### src/hdl/pwm_unit_pkg.sv
/*
 * Package for the timer based PWM unit: register offsets, field positions,
 * reset values and cycle counts shared by the top and its two leaf modules.
 * Assumes a byte addressed APB with one 32-bit word per 8-bit register.
 */
package pwm_unit_pkg;

   // -------------------------------------------------------------
   // Register offsets (byte addresses)
   // -------------------------------------------------------------
   localparam logic [7:0] OFS_TIMER_COUNT  = 8'h00;
   localparam logic [7:0] OFS_PERIOD       = 8'h04;
   localparam logic [7:0] OFS_TIMER_CTRL   = 8'h08;
   localparam logic [7:0] OFS_U1_DUTY_LOW  = 8'h0c;
   localparam logic [7:0] OFS_U1_DUTY_BUF  = 8'h10;
   localparam logic [7:0] OFS_U1_CTRL      = 8'h14;
   localparam logic [7:0] OFS_U2_DUTY_LOW  = 8'h18;
   localparam logic [7:0] OFS_U2_DUTY_BUF  = 8'h1c;
   localparam logic [7:0] OFS_U2_CTRL      = 8'h20;

   // -------------------------------------------------------------
   // Reset values
   // -------------------------------------------------------------
   localparam logic [7:0] TIMER_COUNT_RST  = 8'h00;
   localparam logic [7:0] PERIOD_RST       = 8'hff;
   localparam logic [7:0] TIMER_CTRL_RST   = 8'h00;
   localparam logic [7:0] UNIT_CTRL_RST    = 8'h00;
   localparam logic [7:0] DUTY_RST         = 8'h00;

   // -------------------------------------------------------------
   // Field positions
   // -------------------------------------------------------------
   localparam int         TC_RUN_BIT       = 2;      // Timer run bit
   localparam int         TC_PS_LSB        = 0;      // Prescale field, 2 bits
   localparam int         TC_POST_LSB      = 3;      // Postscale field, 4 bits
   localparam int         UC_DUTY_LSB      = 4;      // Duty low bits, 2 bits
   localparam int         UC_MODE_LSB      = 0;      // Mode field, 4 bits
   localparam logic [1:0] MODE_PWM_TOP     = 2'b11;  // Mode 11xx selects PWM

   // -------------------------------------------------------------
   // Timing: clock period in ns, and oscillator periods per timer count at prescale one
   // -------------------------------------------------------------
   localparam int         CLK_PERIOD_NS    = 8;
   localparam int         QUARTER_CYCLES   = 4;

   // Last prescaler count of one timer step (4 x 1, 4 x 4 or 4 x 16 clocks)
   function automatic logic [5:0] step_last(input logic [1:0] ps);
      unique case (ps)
         2'b00:   step_last = 6'(QUARTER_CYCLES - 1);
         2'b01:   step_last = 6'(QUARTER_CYCLES * 4 - 1);
         default: step_last = 6'(QUARTER_CYCLES * 16 - 1);
      endcase
   endfunction

endpackage

### src/hdl/period_timer.sv
/*
 * Shared 8-bit period timer with its prescaler and quarter phase counter.
 * Assumes a synchronised active low reset and register writes from the top.
 */
`timescale 1ns/1ns
module period_timer
   import pwm_unit_pkg::*;
(
   input  wire logic       clk,
   input  wire logic       rst_n,
   input  wire logic       run,          // Timer run bit
   input  wire logic [1:0] ps,           // Prescale field
   input  wire logic [7:0] period,       // Period register
   input  wire logic       wr_count,     // Software write of the count
   input  wire logic [7:0] wr_data,
   output logic      [7:0] count,        // Period timer value
   output logic      [1:0] fine,         // Two extra low bits of the count
   output logic            period_start  // First cycle of a new period
);

   typedef struct packed {
      logic [5:0] pre;
      logic [7:0] tmr;
      logic       start;
   } timer_s;

   timer_s s;
   timer_s next_s;

   // -------------------------------------------------------------
   // Next state
   // -------------------------------------------------------------
   always_comb
   begin
      next_s       = s;
      next_s.start = 1'b0;
      if (wr_count)
      begin
         // A count write also clears the prescaler, so the step restarts
         next_s.tmr = wr_data;
         next_s.pre = 6'h00;
      end
      else if (run)
      begin
         if (s.pre == step_last(ps))
         begin
            next_s.pre = 6'h00;
            if (s.tmr == period)
            begin
               next_s.tmr   = 8'h00;
               next_s.start = 1'b1;
            end
            else
            begin
               next_s.tmr = s.tmr + 8'h01;
            end
         end
         else
         begin
            next_s.pre = s.pre + 6'h01;
         end
      end
   end

   // -------------------------------------------------------------
   // State register
   // -------------------------------------------------------------
   always_ff @(posedge clk or negedge rst_n)
   begin
      if (!rst_n)
         s <= '{pre: 6'h00, tmr: TIMER_COUNT_RST, start: 1'b0};
      else
         s <= next_s;
   end

   // Low bits follow the prescaler, so one fine step is one prescale unit
   always_comb
   begin
      unique case (ps)
         2'b00:   fine = s.pre[1:0];
         2'b01:   fine = s.pre[3:2];
         default: fine = s.pre[5:4];
      endcase
   end

   assign count        = s.tmr;
   assign period_start = s.start;

   chk_wrap_to_zero : assert property (@(posedge clk) disable iff (!rst_n)
      s.start |-> s.tmr == 8'h00 && $past(s.tmr) == $past(period))
      else $error("Period start without a wrap from the period value");

   chk_step_rate : assert property (@(posedge clk) disable iff (!rst_n)
      $changed(s.tmr) && !$past(wr_count) |-> $past(s.pre) == step_last($past(ps)))
      else $error("Timer stepped before its prescaled step ended");

   chk_hold_stopped : assert property (@(posedge clk) disable iff (!rst_n)
      !run && !wr_count |=> $stable(s.tmr))
      else $error("Timer moved while stopped");

endmodule

### src/hdl/pwm_channel.sv
/*
 * One duty channel: duty registers, double buffer and the output latch.
 * Assumes the period timer of the top and register strobes from APB.
 */
`timescale 1ns/1ns
module pwm_channel
   import pwm_unit_pkg::*;
#(
   parameter logic [7:0] CTRL_MASK = 8'hff  // Implemented control bits
)
(
   input  wire logic       clk,
   input  wire logic       rst_n,
   input  wire logic       wr_low,       // Duty low register write
   input  wire logic       wr_ctrl,      // Unit control register write
   input  wire logic       wr_buf,       // Duty buffer high write
   input  wire logic [7:0] wdata,
   input  wire logic       period_start,
   input  wire logic [7:0] count,
   input  wire logic [1:0] fine,
   output logic      [7:0] duty_low,
   output logic      [7:0] ctrl,
   output logic      [7:0] duty_buf,
   output logic            pin
);

   typedef struct packed {
      logic [7:0] low;   // Duty low register
      logic [7:0] ctrl;  // Unit control register
      logic [7:0] hi;    // Duty buffer high
      logic [1:0] lsb2;  // Two-bit internal latch
      logic       pin;   // PWM output latch
   } chan_s;

   chan_s s;
   chan_s next_s;
   logic  pwm;

   assign pwm = s.ctrl[UC_MODE_LSB+3 -: 2] == MODE_PWM_TOP;

   // -------------------------------------------------------------
   // Next state
   // -------------------------------------------------------------
   always_comb
   begin
      next_s = s;
      if (wr_low)
         next_s.low = wdata;
      if (wr_ctrl)
         next_s.ctrl = wdata & CTRL_MASK;
      // Buffer is only writable outside PWM mode
      if (wr_buf && !pwm)
         next_s.hi = wdata;
      if (!pwm)
         next_s.pin = 1'b0;
      else if (period_start)
      begin
         // New period: load the double buffer, raise unless duty is zero
         next_s.hi   = s.low;
         next_s.lsb2 = s.ctrl[UC_DUTY_LSB +: 2];
         next_s.pin  = {s.low, s.ctrl[UC_DUTY_LSB +: 2]} != 10'h000;
      end
      else if ({count, fine} == {s.hi, s.lsb2})
         next_s.pin = 1'b0;
      // A duty above the period never matches, so the pin stays high
      if (wr_ctrl && wdata == 8'h00)
         next_s.pin = 1'b0;
   end

   // -------------------------------------------------------------
   // State register
   // -------------------------------------------------------------
   always_ff @(posedge clk or negedge rst_n)
   begin
      if (!rst_n)
         s <= '{low: DUTY_RST, ctrl: UNIT_CTRL_RST, hi: DUTY_RST, lsb2: 2'b00, pin: 1'b0};
      else
         s <= next_s;
   end

   assign duty_low = s.low;
   assign ctrl     = s.ctrl;
   assign duty_buf = s.hi;
   assign pin      = s.pin;

   chk_buf_frozen : assert property (@(posedge clk) disable iff (!rst_n)
      pwm && !period_start |=> $stable(s.hi))
      else $error("Duty buffer changed inside a period");

   chk_match_clear : assert property (@(posedge clk) disable iff (!rst_n)
      pwm && !period_start && {count, fine} == {s.hi, s.lsb2} |=> !s.pin)
      else $error("Pin not cleared on duty match");

endmodule

### src/hdl/timer_based_pwm_unit.sv
/*
 * Top of the timer based PWM unit: APB slave, reset synchroniser, the
 * period timer and two duty channels with their output pins.
 * Assumes a single 125 MHz clock that stands for the oscillator clock and
 * an APB master that follows the usual setup and access phases.
 */
`timescale 1ns/1ns

module timer_based_pwm_unit
   import pwm_unit_pkg::*;
#(
   parameter int ADDR_W = 8  // APB address width
)
(
   input  wire logic              CLK,
   input  wire logic              RST_B,
   input  wire logic              PSEL,
   input  wire logic              PENABLE,
   input  wire logic              PWRITE,
   input  wire logic [ADDR_W-1:0] PADDR,
   input  wire logic [31:0]       PWDATA,
   output logic      [31:0]       PRDATA,
   output logic                   PREADY,
   output logic                   PSLVERR,
   output logic                   UNIT1_PIN,
   output logic                   UNIT2_PIN
);

   // -------------------------------------------------------------
   // Reset synchroniser
   // -------------------------------------------------------------
   // Release is synchronised so that no flop leaves reset on a split edge
   logic [1:0] rst_sync;  // Two-stage release chain
   logic       rst_n;     // Synchronised reset used by all logic

   always_ff @(posedge CLK or negedge RST_B)
   begin
      if (!RST_B)
         rst_sync <= 2'b00;
      else
         rst_sync <= {rst_sync[0], 1'b1};
   end

   assign rst_n = rst_sync[1];

   // -------------------------------------------------------------
   // Bus side state
   // -------------------------------------------------------------
   typedef struct packed {
      logic [7:0]  period;   // Period register
      logic [7:0]  tctrl;    // Timer control register
      logic [31:0] prdata;   // Read data captured in setup
      logic        pready;   // Access phase answer
      logic        pslverr;  // Unmapped address answer
      logic [10:0] gap;      // Clocks since the last period start
      logic        quiet;    // No timer write since that start
   } bus_s;

   bus_s s;       // Registered state
   bus_s next_s;  // Next value of the state

   // Decoded requests
   logic        setup;     // Setup phase seen
   logic        wr_take;   // Write takes effect this edge
   logic [7:0]  addr;      // Low address bits used for decode
   logic [7:0]  wbyte;     // Write data, low byte only
   logic        mapped;    // Address hits a register
   logic [7:0]  rbyte;     // Register read value
   logic        tm_wr;     // Write that moves the period timing

   // Strobes to the leaves
   logic        wr_count;
   logic        wr_low1;
   logic        wr_ctrl1;
   logic        wr_buf1;
   logic        wr_low2;
   logic        wr_ctrl2;
   logic        wr_buf2;

   // Timer outputs
   logic [7:0]  count;         // Period timer
   logic [1:0]  fine;          // Extension bits of the timer
   logic        period_start;  // First cycle of each period

   // Channel outputs
   logic [7:0]  low1;
   logic [7:0]  ctrl1;
   logic [7:0]  buf1;
   logic        pin1;
   logic [7:0]  low2;
   logic [7:0]  ctrl2;
   logic [7:0]  buf2;
   logic        pin2;

   assign addr  = PADDR[7:0];
   assign wbyte = PWDATA[7:0];
   assign setup = PSEL && !PENABLE;
   // Writes land on the edge where the master sees pready high
   assign wr_take = PSEL && PENABLE && PWRITE && s.pready && !s.pslverr;

   // -------------------------------------------------------------
   // Address decode and read mux
   // -------------------------------------------------------------
   // Upper address bits above the low byte must be zero to hit
   always_comb
   begin
      mapped = 1'b1;
      rbyte  = 8'h00;
      unique case (addr)
         OFS_TIMER_COUNT: rbyte = count;
         OFS_PERIOD:      rbyte = s.period;
         // Top bit of the timer control is unimplemented and reads zero
         OFS_TIMER_CTRL:  rbyte = {1'b0, s.tctrl[6:0]};
         OFS_U1_DUTY_LOW: rbyte = low1;
         OFS_U1_DUTY_BUF: rbyte = buf1;
         OFS_U1_CTRL:     rbyte = ctrl1;
         OFS_U2_DUTY_LOW: rbyte = low2;
         OFS_U2_DUTY_BUF: rbyte = buf2;
         OFS_U2_CTRL:     rbyte = ctrl2;
         default:         mapped = 1'b0;
      endcase
      if (ADDR_W > 8 && (PADDR >> 8) != '0)
         mapped = 1'b0;
      if (!mapped)
         rbyte = 8'h00;
   end

   // Write strobes, one per register held in a leaf
   assign wr_count = wr_take && addr == OFS_TIMER_COUNT;
   assign wr_low1  = wr_take && addr == OFS_U1_DUTY_LOW;
   assign wr_buf1  = wr_take && addr == OFS_U1_DUTY_BUF;
   assign wr_ctrl1 = wr_take && addr == OFS_U1_CTRL;
   assign wr_low2  = wr_take && addr == OFS_U2_DUTY_LOW;
   assign wr_buf2  = wr_take && addr == OFS_U2_DUTY_BUF;
   assign wr_ctrl2 = wr_take && addr == OFS_U2_CTRL;
   // Period, prescale and count writes restart the length bookkeeping
   assign tm_wr = wr_count || (wr_take && (addr == OFS_PERIOD || addr == OFS_TIMER_CTRL));

   // -------------------------------------------------------------
   // Next state of the bus side
   // -------------------------------------------------------------
   // Answer comes one cycle after setup; the answer is a pulse so
   // back to back transfers each get their own access phase
   always_comb
   begin
      next_s         = s;
      next_s.pready  = 1'b0;
      next_s.pslverr = 1'b0;
      if (setup)
      begin
         next_s.pready  = 1'b1;
         next_s.pslverr = !mapped;
         // Read data is caught in setup, so a read shows the timer
         // one cycle before the access edge
         next_s.prdata  = {24'h000000, rbyte};
      end
      else if (!PSEL)
      begin
         next_s.prdata = 32'h00000000;
      end
      if (wr_take && addr == OFS_PERIOD)
         next_s.period = wbyte;
      if (wr_take && addr == OFS_TIMER_CTRL)
         next_s.tctrl = {1'b0, wbyte[6:0]};
      // Length of each period, kept only for the period check below;
      // the gap may wrap while stopped, but stopping needs a timer write
      next_s.gap   = period_start ? 11'h001 : s.gap + 11'h001;
      next_s.quiet = (period_start || s.quiet) && !tm_wr;
   end

   // -------------------------------------------------------------
   // Bus side register
   // -------------------------------------------------------------
   always_ff @(posedge CLK or negedge rst_n)
   begin
      if (!rst_n)
         s <= '{period: PERIOD_RST, tctrl: TIMER_CTRL_RST, prdata: 32'h00000000,
                pready: 1'b0, pslverr: 1'b0, gap: 11'h000, quiet: 1'b0};
      else
         s <= next_s;
   end

   assign PRDATA  = s.prdata;
   assign PREADY  = s.pready;
   assign PSLVERR = s.pslverr;

   // -------------------------------------------------------------
   // Period timer, shared by both channels
   // -------------------------------------------------------------
   period_timer u_timer (
      .clk          (CLK),
      .rst_n        (rst_n),
      .run          (s.tctrl[TC_RUN_BIT]),
      .ps           (s.tctrl[TC_PS_LSB +: 2]),
      .period       (s.period),
      .wr_count     (wr_count),
      .wr_data      (wbyte),
      .count        (count),
      .fine         (fine),
      .period_start (period_start)
   );

   // -------------------------------------------------------------
   // Duty channels
   // -------------------------------------------------------------
   // Channel one keeps all eight control bits
   pwm_channel #(.CTRL_MASK(8'hff)) u_chan1 (
      .clk          (CLK),
      .rst_n        (rst_n),
      .wr_low       (wr_low1),
      .wr_ctrl      (wr_ctrl1),
      .wr_buf       (wr_buf1),
      .wdata        (wbyte),
      .period_start (period_start),
      .count        (count),
      .fine         (fine),
      .duty_low     (low1),
      .ctrl         (ctrl1),
      .duty_buf     (buf1),
      .pin          (pin1)
   );

   // Channel two has no top control bits; they read as zero
   pwm_channel #(.CTRL_MASK(8'h3f)) u_chan2 (
      .clk          (CLK),
      .rst_n        (rst_n),
      .wr_low       (wr_low2),
      .wr_ctrl      (wr_ctrl2),
      .wr_buf       (wr_buf2),
      .wdata        (wbyte),
      .period_start (period_start),
      .count        (count),
      .fine         (fine),
      .duty_low     (low2),
      .ctrl         (ctrl2),
      .duty_buf     (buf2),
      .pin          (pin2)
   );

   // Pins come straight from the channel output latches
   assign UNIT1_PIN = pin1;
   assign UNIT2_PIN = pin2;

   // -------------------------------------------------------------
   // Checks
   // -------------------------------------------------------------
   logic pwm1;  // Channel one in PWM mode
   logic pwm2;  // Channel two in PWM mode
   logic [9:0] duty1;  // Programmed ten-bit duty of channel one

   assign pwm1  = ctrl1[UC_MODE_LSB+3 -: 2] == MODE_PWM_TOP;
   assign pwm2  = ctrl2[UC_MODE_LSB+3 -: 2] == MODE_PWM_TOP;
   assign duty1 = {low1, ctrl1[UC_DUTY_LSB +: 2]};

   // Every setup gets exactly one answer cycle
   chk_apb_answer : assert property (@(posedge CLK) disable iff (!rst_n)
      PSEL && !PENABLE |=> PREADY ##1 !PREADY)
      else $error("APB answer not a one-cycle pulse after setup");

   // A zero control write drops the latch at once
   chk_zero_ctrl : assert property (@(posedge CLK) disable iff (!rst_n)
      wr_ctrl1 && wbyte == 8'h00 |=> !UNIT1_PIN)
      else $error("Output latch not low after zero control write");

   // Same forced-low rule on channel two
   chk_zero_ctrl2 : assert property (@(posedge CLK) disable iff (!rst_n)
      wr_ctrl2 && wbyte == 8'h00 |=> !UNIT2_PIN)
      else $error("Unit two latch not low after zero control write");

   // A nonzero duty raises the pin at each period start
   chk_start_high : assert property (@(posedge CLK) disable iff (!rst_n)
      pwm1 && period_start && duty1 != 10'h000 && !wr_ctrl1 |=> UNIT1_PIN)
      else $error("Pin not raised at period start");

   // Channel two shares the timer, so it rises on the same start
   chk_start_high2 : assert property (@(posedge CLK) disable iff (!rst_n)
      pwm2 && period_start && {low2, ctrl2[UC_DUTY_LSB +: 2]} != 10'h000 && !wr_ctrl2
      |=> UNIT2_PIN)
      else $error("Unit two pin not raised at period start");

   // Zero duty keeps the pin low for the whole period
   chk_zero_duty : assert property (@(posedge CLK) disable iff (!rst_n)
      pwm1 && period_start && duty1 == 10'h000 |=> !UNIT1_PIN)
      else $error("Pin raised with zero duty");

   // The buffer takes the low register at each start
   chk_duty_load : assert property (@(posedge CLK) disable iff (!rst_n)
      pwm1 && period_start |=> buf1 == $past(low1))
      else $error("Duty buffer not loaded at period start");

   // Software cannot reach the buffer in PWM mode
   chk_buffer_ro : assert property (@(posedge CLK) disable iff (!rst_n)
      pwm1 && wr_buf1 && !period_start |=> $stable(buf1))
      else $error("Duty buffer written in PWM mode");

   // A buffer above the count cannot match, so a high pin holds
   chk_long_duty : assert property (@(posedge CLK) disable iff (!rst_n)
      pwm2 && UNIT2_PIN && buf2 > count && !period_start && !(wr_ctrl2 && wbyte == 8'h00)
      |=> UNIT2_PIN)
      else $error("Pin cleared while the duty lies beyond the count");

   // Outside PWM mode the pin rests low; the load then sees
   // no edges at all, whatever the duty registers hold
   chk_pin_idle : assert property (@(posedge CLK) disable iff (!rst_n)
      !pwm1 |=> !UNIT1_PIN)
      else $error("Unit one pin high outside PWM mode");

   // An unmapped access returns zero data with its error
   chk_error_data : assert property (@(posedge CLK) disable iff (!rst_n)
      PSLVERR |-> PRDATA == 32'h00000000)
      else $error("Error answer carried nonzero read data");

   // Smallest duty at prescale one is one clock wide
   chk_one_clock_high : assert property (@(posedge CLK) disable iff (!rst_n)
      pwm1 && period_start && duty1 == 10'h001 && s.tctrl[1:0] == 2'b00
      && s.tctrl[TC_RUN_BIT] && !wr_take |=> UNIT1_PIN ##1 !UNIT1_PIN)
      else $error("Duty of one not one clock high at prescale one");

   // Any whole period with no timer write, measured at prescale one
   chk_period_len : assert property (@(posedge CLK) disable iff (!rst_n)
      period_start && s.quiet && s.tctrl[TC_PS_LSB +: 2] == 2'b00
      |-> s.gap == 11'((s.period + 1) * QUARTER_CYCLES))
      else $error("Period length wrong at prescale one");

endmodule
### config.mk
export PLATFORM = sky130hd
export DESIGN_NAME = timer_based_pwm_unit
export DESIGN_NICKNAME = d
export VERILOG_FILES = /design/src/hdl/pwm_unit_pkg.sv /design/src/hdl/period_timer.sv /design/src/hdl/pwm_channel.sv /design/src/hdl/timer_based_pwm_unit.sv
export SDC_FILE = /design/constraint.sdc
export NUM_CORES = 1
export LEC_CHECK = 0
export ABC_CLOCK_PERIOD_IN_PS = 3670
export BUFFER_PORTS_ARGS = -buffer_cell sky130_fd_sc_hd__buf_2
export CAP_MARGIN = 10
export CELL_PAD_IN_SITES_DETAIL_PLACEMENT = 0
export CELL_PAD_IN_SITES_GLOBAL_PLACEMENT = 2
export CORE_UTILIZATION = 37
export CTS_CLUSTER_DIAMETER = 150
export DETAILED_ROUTE_END_ITERATION = 10
export PLACE_DENSITY_LB_ADDON = 0.1
export RECOVER_POWER = 50
export SYNTH_ARGS = -nofsm -noshare
export SYNTH_HDL_FRONTEND = slang
export SYNTH_SLANG_ARGS = --single-unit
### constraint.sdc
create_clock -name CLK -period 3.67 [get_ports CLK]
set_clock_uncertainty 0.15 [all_clocks]
set_input_delay 0.5505 -clock CLK [delete_from_list [all_inputs] [get_ports CLK]]
set_output_delay 0.5505 -clock CLK [all_outputs]
set_load 0.01 [all_outputs]
Word level (Yosys, flattened, before mapping)
Cells that the tools add are included.
{ "classes": {"add_sub_neg": 2, "eq_ne": 18, "n_mux": 31, "n_reduce_logical": 34} }
{ "ops": {"columns": ["operator", "count"], "rows": [
  ["8-bit one-hot mux with 9 select lines", 1],
  ["32-bit two-way mux", 2],
  ["10-bit two-way mux", 4],
  ["8-bit by 5-bit equality test with 1-bit output, second input constant", 4],
  ["8-bit two-way mux", 4],
  ["10-bit equality test", 2],
  ["10-bit nonzero test", 2],
  ["1-bit logical AND", 18],
  ["6-bit two-way mux", 3],
  ["8-bit by 4-bit equality test with 1-bit output, second input constant", 2],
  ["8-bit zero test", 2],
  ["15-bit two-way mux", 1],
  ["14-bit two-way mux", 1],
  ["6-bit one-hot mux with 2 select lines", 1],
  ["1-bit two-way mux", 11],
  ["9-bit two-way mux", 1],
  ["9-bit OR reduction", 1],
  ["8-bit by 1-bit adder with 8-bit output, second input constant", 1],
  ["8-bit by 3-bit equality test with 1-bit output, second input constant", 1],
  ["8-bit by 6-bit equality test with 1-bit output, second input constant", 1],
  ["8-bit equality test", 1],
  ["4-bit inequality test, second input constant", 2],
  ["6-bit by 1-bit adder with 6-bit output, second input constant", 1],
  ["6-bit equality test", 1],
  ["9 further kinds", 17]
]} }
{ "totals": {"out_inout_bits": 36, "word_cells": 104, "in_bits": 45, "ff_bits": 118} }

Logic depth before layout (Yosys ltp)
Gate-level depths: netlist of the first run.
{ "depth": {"ltp_word": 10, "ltp_mapped": 7} }

By module
A second synthesis of the first run with hierarchy kept.
{ "unflattened": {"hier_cells": 573, "hier_area_um2": 5904.4} }
{ "by_module_without_submodules": {"columns": ["mod", "area_per_inst_um2", "cells_each", "n_inst"], "rows": [
  ["timer_based_pwm_unit", 2082.0, 210, 1],
  ["pwm_channel (u_chan1)", 1410.1, 122, 1],
  ["pwm_channel (u_chan2)", 1361.3, 119, 1],
  ["period_timer", 1051.0, 122, 1]
]} }

Worst setup path before layout of the first run
Ideal clock, no wire load.
{ "synth_timing": {"path_type": "input port to flip-flop", "startpoint": "input PADDR[4]", "endpoint": "register u_chan1.s (netlist bit u_chan1.ctrl[0])", "slack_ps": 1502, "t_required_ps": 3395, "cell_stages": 5, "t_arrival_ps": 1893, "path_cell_list": "buf_6 > or4b_4 > nor3_4 > nand2_2 > mux2_2"} }
{ "synth_between": {"elab_chain_cells": 2} }
{ "synth_lines": {"columns": ["element", "line", "text"], "rows": [
  ["start: declaration", "timer_based_pwm_unit.sv:20", "input wire logic [ADDR_W-1:0] PADDR,"],
  ["8-bit by 5-bit equality test with 1-bit output", "timer_based_pwm_unit.sv:132", "assign wr_ctrl1 = wr_take && addr == OFS_U1_CTRL;"],
  ["1-bit logical AND", "timer_based_pwm_unit.sv:132", null],
  ["end signal: assignment", "pwm_channel.sv:76", "s <= '{low: DUTY_RST, ctrl: UNIT_CTRL_RST, hi: DUTY_RST, lsb2: 2'b00, pin: 1'b0};"],
  ["end signal: assignment", "pwm_channel.sv:78", "s <= next_s;"],
  ["end: declaration", "pwm_channel.sv:35", "chan_s s;"]
]} }
No other way between the ends.
A chain may end at the register's enable or synchronous reset.

Worst setup path in the final report of the first run
{ "layout_timing": {"startpoint": "input PADDR[3]", "endpoint": "register u_timer.s (netlist bit u_timer.count[7])"} }
{ "layout_between": {"elab_chain_cells": 4} }
{ "layout_lines": {"columns": ["element", "line", "text"], "rows": [
  ["8-bit zero test *", "timer_based_pwm_unit.sv:129", "assign wr_count = wr_take && addr == OFS_TIMER_COUNT;"],
  ["1-bit logical AND *", "timer_based_pwm_unit.sv:129", null],
  ["2-bit nonzero test (no source line)", null, null],
  ["2-bit AND reduction (no source line)", null, null],
  ["end signal: assignment", "period_timer.sv:71", "s <= '{pre: 6'h00, tmr: TIMER_COUNT_RST, start: 1'b0};"],
  ["end signal: assignment", "period_timer.sv:73", "s <= next_s;"],
  ["end: declaration", "period_timer.sv:27", "timer_s s;"]
]} }
Every way passes the cells marked *; elsewhere a longest branch is shown, timed or not.

==> results summary, run 1 <==
The run finished with clean final reports. The via count of the routed design came out at roughly 4,200. The longest clock path from root to sink contains 2 buffers. The count of H-tree levels built during CTS came out at 3. Dividing the detail-routed wire length by the instance count gives around 23 um. The worst slew margin relative to its limit is between 30 and 40%.

The number of synthesized register bits came out at 94. The share of synthesized cell area in full adder, half adder and majority cells is 0.458%. The max-slew violation count came out at 0.

The highest attainable clock frequency is slightly above 400 MHz. Routability-driven placement finished with a final weighted congestion of between 0.8 and 0.9. The count of port buffers added during placement is 32. The number of antenna diodes in the final layout is 0.

The die area came out at approximately 15,000 sq um. The post-detailed-route count of antenna-violating nets is 0. The effective utilization at floorplan is around 38%. Summing the areas of all compound-gate instances in the mapped netlist gives between 10% and 20% of the synthesized area.

The total wirelength of the detailed-routed design came out at around 17,000 um. The parity-gate share of the synthesized area counting xor and xnor cells is 4.49%. In the final design database the tool counted 591 nets. At the worst endpoint, the required time is 3750 ps.

The detailed-route DRC error count came out at 0. The aggregate global-route resource usage came out at a little under a quarter. Timing analysis after detailed placement gives a worst setup slack of around 940 ps. Summed over all cells, the static leakage comes to between 2 and 3 nW. The count of fill cells added during filler insertion came out at ~1,400. The estimated wirelength of the detail-placed design is roughly 12,000 um. Data on the critical path arrives at its endpoint at around 2500 ps. The class of the worst hold path is flip-flop to flip-flop. The share of post-route cells with drive strength above 1 is 23.7%. The placement-stage cell area came out at about 5600 sq um.

Measured on the finished design, the core utilization comes to around two fifths. The maximum number of pins on one net before global-route repair came out at 70. After clock tree synthesis, the flow added hold-fix buffers numbering 1.

Once routing completed, OpenROAD measured the worst setup slack at around 1300 ps. Summing all multi-input logic gate instances after layout gives about 2800 sq um. The final critical path time including I/O delays and setup came out at 2410 ps. Global routing finished with a remaining overflow of 0. The placement row count is 44. Summed over all instances, the cell type with the most area after synthesis is sky130_fd_sc_hd__dfrtp_1.

The top-area cell type share of the netlist area came out at roughly two fifths. In the routed layout, each cell is associated on average with a via count of between 5 and 6. The share of cell area taken by muxes after synthesis came out at 15.1%. TritonCTS built the clock tree. The detailed-router iteration count before antenna repair came out at 5. Counting flops with a built-in enable in the synthesized netlist gives 0. In this run, post-CTS repair resized a total of 0 instances. The number of global-route vias before repair came out at 3,975. The final-layout setup total negative slack came out at 0 ps. The area used by sequential logic in the layout came out at between 2000 and 2500 sq um. The synthesized-area fraction occupied by and/or/nand/nor cells came out at 15.9%. The x dimension of the die is about 120 um. The share of flip-flops with an asynchronous set or reset is 100%. The count of distinct cell types in the synthesized netlist is 60. Counting the buffers created by CTS gives 9. The initial antenna violation count came out at 0. For flop-to-flop paths, the worst setup slack is approximately 1400 ps.

The number of top-level design ports came out at slightly above 80. Once the clock tree was built, the setup fixing pass inserted 0 buffers. The final-report setup violation count is 0. The number of warnings printed during yosys synthesis came out at 0. At the pin with the least slew margin, the transition time is ~960 ps.

The cell count after synthesis is ~540. The maximum VDD drop is 0.202 mV. The clock latency on the worst-skew pair is 360 ps. The fraction of the yosys area taken by sequential cells is 43.2%. The worst setup path is of the input port to flip-flop kind. Averaged over all synthesized cells, the footprint is between 10 and 15 sq um.

Setup repair after global routing left no endpoint under its margin. The clock-pin slew on the worst setup and hold paths is 70 ps. Dividing total power by cell area gives a power density of about 370 nW/um^2. After synthesis, the largest family of logic cells by area is simple AND/OR/NAND/NOR gates. Max-cap violations in this run came to 0.

The core footprint came out at around 14,000 sq um. The category of the worst setup path launch point is an input port. The first-pass GRT wire length is ~26,000 um. The cell area after synthesis is 5470 sq um. The biggest fanout along the worst timing path came out at 19. The category of the worst setup path capture point is a flip-flop. The number of hold-slack violations in the final timing report is 0.

The share of the cycle needed by the critical path after routing came out at 65.6%. The die is about 120 um tall. The area overhead of the layout relative to synthesis is 8.17%. The cell area after layout came out at ~5900 sq um.

The root cell of the clock tree is sky130_fd_sc_hd__clkbuf_16. The most used flip-flop cell after synthesis is sky130_fd_sc_hd__dfrtp_1. Sorting the synthesized cells by area gives the leading types as sky130_fd_sc_hd__dfrtp_1, sky130_fd_sc_hd__mux2_2, sky130_fd_sc_hd__buf_4.

The count of clock tree sinks came out at 94. The number of violations reported at the end of detailed-routing iteration 0 came out at roughly 260.
[synth_stat cells (all sizes together), types with 11 or more instances]
| cell type | instances |
|---|---|
| nor4 | 12 |
| a21oi | 25 |
| nor2 | 30 |
| clkbuf | 25 |
| xor2 | 14 |
| o21ai | 29 |
| buf | 42 |
| mux2 | 60 |
| nand2 | 43 |
| mux2i | 15 |
| dfrtp | 86 |
| nand3 | 15 |
| xnor2 | 14 |
| nor3 | 11 |
[metal layers]
layer	part of all wire (%)	vias up	track usage [%]
li1	-	1908	-
met1	48	2118	33.3
met2	47	124	37.4
met3	3.5	18	2.95
met4	1.9	0	8.51
met5	0	-	0
[worst paths after layout]
check                            startpoint             endpoint  cells past startpoint
worst min-delay path            rst_sync[0]          rst_sync[1]                      0
min in group asynchronous       rst_sync[1]        u_timer.s[10]                      0
worst max register to register       PREADY  u_chan1.duty_low[7]                      4
max in group asynchronous       rst_sync[1]               PREADY                      1
worst min register to register  rst_sync[0]          rst_sync[1]                      0
worst max-delay path               PADDR[3]     u_timer.count[7]                      6
[through the flow]
stage | hold WS, ps | power (W) | instances
floorplan | 105 | 0.00120 | 560
global placement | 186 | 0.00124 | 716
detailed placement | 188 | 0.00124 | 716
CTS | 209 | 0.00223 | 732
global route | 210 | 0.00228 | 732
finish | 206 | 0.00220 | 732
[cells by family after synthesis]
family	Yosys count
xor+xnor	28
flops	94
buf+inv	69
other cells	2
mux	75
simple gates	156
compound gates	111
fa+ha+maj	2
[worst max-delay path: stages]
cell and delay (ps):
sky130_fd_sc_hd__buf_2 240, sky130_fd_sc_hd__nor4_4 590, sky130_fd_sc_hd__and4bb_2 670, sky130_fd_sc_hd__nor4_1 110, sky130_fd_sc_hd__a32oi_1 220, sky130_fd_sc_hd__o21ai_0 100
[sequential cells by signal (all words and copies together) (netlist names), 6 cells and up]
| name | cells |
|---|---|
| u_chan1.duty_low | 8 |
| u_chan2.duty_buf | 8 |
| s | 15 |
| PRDATA | 8 |
| u_timer.count | 8 |
| u_chan2.ctrl | 6 |
| u_chan2.duty_low | 8 |
| u_chan1.duty_buf | 8 |
| u_chan1.ctrl | 8 |
| u_timer.s | 6 |
[where the power goes]
group | total (W) | internal, W | switching, W | leakage, nW
Clock | 0.000977 | 0.000563 | 0.000414 | 0.149
Sequential | 0.00108 | 0.00105 | 0.0000311 | 1.19
Combinational | 0.000142 | 0.0000451 | 0.0000972 | 1.28
[cell type report]
type	instances	area share (%)
inverter	2	0.127
clock buffer	12	4.34
timing repair buffer	40	3.53
tap	184	3.89
multi-input combinational	397	47.4
sequential	94	40.0
clock inverter	3	0.741
[cell usage in the layout (no fill, tap or decap), types with 14 or more instances in the layout]
master / instances
sky130_fd_sc_hd__a21oi_1: 25
sky130_fd_sc_hd__o21ai_0: 29
sky130_fd_sc_hd__mux2_2: 59
sky130_fd_sc_hd__xor2_1: 14
sky130_fd_sc_hd__nor2_1: 30
sky130_fd_sc_hd__dfrtp_1: 85
sky130_fd_sc_hd__mux2i_1: 15
sky130_fd_sc_hd__buf_2: 27
sky130_fd_sc_hd__xnor2_1: 14
sky130_fd_sc_hd__conb_1: 25
sky130_fd_sc_hd__nand2_1: 40
No activity file was read; power rests on OpenSTA's default activity.
==> run 2: changes to the inputs <==
ABC_AREA = 1   (was unset)
ABC_CLOCK_PERIOD_IN_PS = 2200   (was 3670)
CORE_UTILIZATION = 30   (was 37)
clock period = 2.2 ns   (was 3.67 ns; I/O delays follow)
==> results summary, run 2 <==
The run finished with clean final reports. The count of port buffers added during placement is 32 (unchanged). The number of enable flip-flop cells after synthesis is 0 (unchanged). The number of buffers inserted by post-CTS setup repair came out at 0 (unchanged). The most used routing layer is met2. The vertical die dimension was 141 um (+14%). The x dimension of the die is 141 um (+14%). The count of distinct cell types in the synthesized netlist came to 38 (-37%). The effective utilization at floorplan came to 30.8% (-7.0 points). The final-layout setup total negative slack is 0 ps (unchanged).

The leakage power is 3.27 nW (+25%). The highest attainable clock frequency is ~500 MHz. Setup repair after global routing left no endpoint under its margin.

The top-area cell type share of the netlist area came out at 37.2% (-2.2 points). The slew at the pin closest to its max-slew limit is 892 ps (-72.5 ps). The synthesized-area fraction occupied by and/or/nand/nor cells is 33.9% (+18 points). The final worst hold slack came out at 118 ps (-87.6 ps). The post-detailed-route count of antenna-violating nets is 0 (unchanged). By count the netlist is led by sky130_fd_sc_hd__nand2_1, sky130_fd_sc_hd__dfrtp_1, sky130_fd_sc_hd__nand3_1, sky130_fd_sc_hd__nor2_1, sky130_fd_sc_hd__inv_1.

The worst hold path begins at PWDATA[4]. The share of flip-flops with an asynchronous set or reset is 100% (unchanged). The estimated wirelength of the detail-placed design is 14,800 um (+26%).

The met3 track demand over resource is 2.34% (-0.61 points). The share of post-route cells with drive strength above 1 came to 16.4% (-7.3 points). The critical path in this run is classified as flip-flop to flip-flop. The parity-gate share of the synthesized area counting xor and xnor cells was 2.87% (-1.6 points). Among cell families on the critical path, the largest total delay comes from simple AND/OR/NAND/NOR gates.

The overflow left after global routing came out at 0 (unchanged). In this run the critical register-to-register path is launched from u_timer.count[3]. The number of synthesized register bits is 94 (unchanged). The clock latency on the worst-skew pair came out at 350 ps (about the same). The maximum number of buffers from clock root to sink is 2 (unchanged).

The slowest stage of the critical path belongs to the cell sky130_fd_sc_hd__dfrtp_1. The number of global-route vias before repair is 4,687 (+18%). The placement row count came out at 50 (+14%).

The cell area after synthesis came to 5790 sq um (+5.9%). The number of flip-flops in the largest register is 15 (unchanged). The share of synthesized cell area in full adder, half adder and majority cells is 0.432% (-0.026 points). The core footprint was 18,800 sq um (+30%). The worst slew margin relative to its limit is 40.5% (+4.8 points). The cell count after synthesis is 776 (+45%). The detailed-route DRC error count came out at 0 (unchanged). The total wirelength of the detailed-routed design came out at 19,000 um (+14%).

The maximum VDD drop is 0.357 mV (+77%). The library cells used most frequently in the layout, excluding fill and tap cells, are sky130_fd_sc_hd__nand2_1, sky130_fd_sc_hd__dfrtp_1, sky130_fd_sc_hd__nor2_1. The max-capacitance violation count is 0 (unchanged). The biggest fanout along the worst timing path came to 10 (-9). Sorting the synthesized cells by area gives the leading types as sky130_fd_sc_hd__dfrtp_1, sky130_fd_sc_hd__nand2_1, sky130_fd_sc_hd__nand3_1. The largest total area in the synthesized netlist belongs to sky130_fd_sc_hd__dfrtp_1.

In the finished design, the share of the clock period the worst path needs comes to 91.1%. The tree is rooted in a sky130_fd_sc_hd__clkbuf_16. The ratio of total power to cell area was 579 nW/um^2 (+56%).

The final cell count without fillers came out at 1,075 (+47%). The share of cell area taken by muxes after synthesis came out at 0% (-15 points). The average via count per standard cell is 4.61 (-19%). The post-synthesis area per instance is 7.46 sq um (-27%). The data arrival time of the worst path was 2080 ps (-410 ps).

The fraction of the yosys area taken by sequential cells came to 40.8% (-2.4 points). The largest incremental delay on the critical path came out at 610 ps (-60 ps). The area overhead of the layout relative to synthesis came out at 10.9%. The count of H-tree levels built during CTS came to 3 (unchanged). The detailed-router iteration count before antenna repair came to 7 (+2). The register ranked first by flip-flop count is s. The number of nets in the final layout is 858 (+45%). The number of hold-slack violations in the final timing report is 0 (unchanged). The total chip power is 0.00372 W (+69%). The global-route met2 utilization is 31.3% (-6.1 points). The number of warnings printed during yosys synthesis was 0 (unchanged). The aggregate global-route resource usage came out at 20.2% (-3.5 points). The number of top-level design ports came out at 81 (unchanged). The weighted congestion at the end of routability-driven global placement was 0.820 (-1.3%). The largest family of logic cells by synthesized area is simple AND/OR/NAND/NOR gates. The cell total after placement came out at 1,059 (+48%).

The die area came out at 19,900 sq um (+30%). Yosys instantiated no cell more often than sky130_fd_sc_hd__nand2_1. The setup slack after layout was 197 ps (-1070 ps). The max-slew violation count is 0 (unchanged). The library cell used most frequently in the layout, excluding fill and tap cells, is sky130_fd_sc_hd__nand2_1. The final-report setup violation count is 0 (unchanged). Among all flip-flop cells after synthesis, the most frequent one is sky130_fd_sc_hd__dfrtp_1. Traced cell by cell, the critical path runs through inv_1 > nand2_1 > nand4_1 > nor2_1 > nand2_1 > nand3_1 > nand3_1. The number of violations reported at the end of detailed-routing iteration 0 came out at 409 (+59%). The setup slack at placement came out at 202 ps (-743 ps). In this run the worst setup path begins at u_timer.count[3]. The clock-pin slew on the worst setup and hold paths came to 70 ps (about the same). The endpoint required time on the critical path is 2280 ps (-1470 ps). The via count of the routed design was 4,960 (+19%). The class of the worst hold path is input port to flip-flop. The smallest clock period supported by the final layout is computed as 2000 ps. The category of the worst setup path launch point is a flip-flop. The global routing usage on met1 was 29.5% (-3.7 points).

The average routed wire per standard cell is 17.7 um (-22%). The synthesized-area fraction occupied by ao, oa, aoi and oai cells is 9.83% (-3.6 points). The initial antenna violation count is 0 (unchanged).

The antenna diode count is 0 (unchanged). TritonCTS built the clock tree. The first-pass GRT wire length came out at 29,100 um (+14%). The maximum number of pins on one net before global-route repair came out at 38 (-46%). The TritonCTS buffer count came to 9 (unchanged). The count of clock tree sinks came out at 94 (unchanged).

The combined buffer and inverter count along the critical path is 1 (unchanged). The category of the worst setup path capture point is a flip-flop.
## run 2: through the flow
stage / instance area [sq um] / util [%]
after floorplan: 5880 / -
after global placement: 6130 / 32.6
after detailed placement: 6130 / 32.6
after CTS: 6460 / 34.3
after global routing: 6420 / 34.1
final: 6420 / 34.1
## run 2: layout make-up
cell class                      count  area (sq um)
Clock buffer                       12           256
Clock inverter                      3          68.8
Fill cell                        2050         12400
Inverter                           81           314
Multi-Input combinational cell    574          2810
Sequential cell                    94          2360
Tap cell                          260           325
Timing Repair Buffer               51           289
## run 2: logic make-up (layout without fill, tap and decap cells)
kind of cell | after synthesis | after routing
and+or+nand+nor | 437 | 437
buffers and inverters | 131 | 147
DFF | 94 | 94
AOI/OAI and AO/OA | 91 | 91
xor gates and xnor gates | 19 | 19
adders and majority gates | 2 | 2
other | 2 | 25
## run 2: where the power goes
group,switching [W],internal (W),leakage [nW]
clock network,0.000696,0.00106,0.159
logic,0.000157,0.0000471,1.89
registers,0.0000229,0.00174,1.22
## run 2: metal layers
layer  part of all wire (%)  vias up
li1                       -     2474
met1                     50     2368
met2                     45      105
met3                    3.5       13
met4                    1.4        0
met5                      0        -
## run 2: worst register-to-register path, cell delays in order, from the launching register on
cell and delay, ps:
sky130_fd_sc_hd__dfrtp_1 610, sky130_fd_sc_hd__inv_1 110, sky130_fd_sc_hd__nand2_1 80, sky130_fd_sc_hd__nand4_1 120
sky130_fd_sc_hd__nor2_1 270, sky130_fd_sc_hd__nand2_1 300, sky130_fd_sc_hd__nand3_1 160, sky130_fd_sc_hd__nand3_1 80
## run 2: repair_timing
action                                  CTS  global route
hold buffers                              1             0
endpoints found under the setup margin    0             0
gates resized for setup                   0             0
endpoints found under the hold margin     2             0
## run 2: worst paths after layout
path                                   endpoint  slack (ps)  cells past startpoint
setup / recovery               u_timer.count[5]         200                      7
hold / removal              u_chan2.duty_buf[4]         120                      3
min in group asynchronous           rst_sync[0]         130                      2
setup reg to reg               u_timer.count[5]         200                      7
hold reg to reg                     rst_sync[1]         210                      0
max in group asynchronous  u_timer.period_start         500                      1
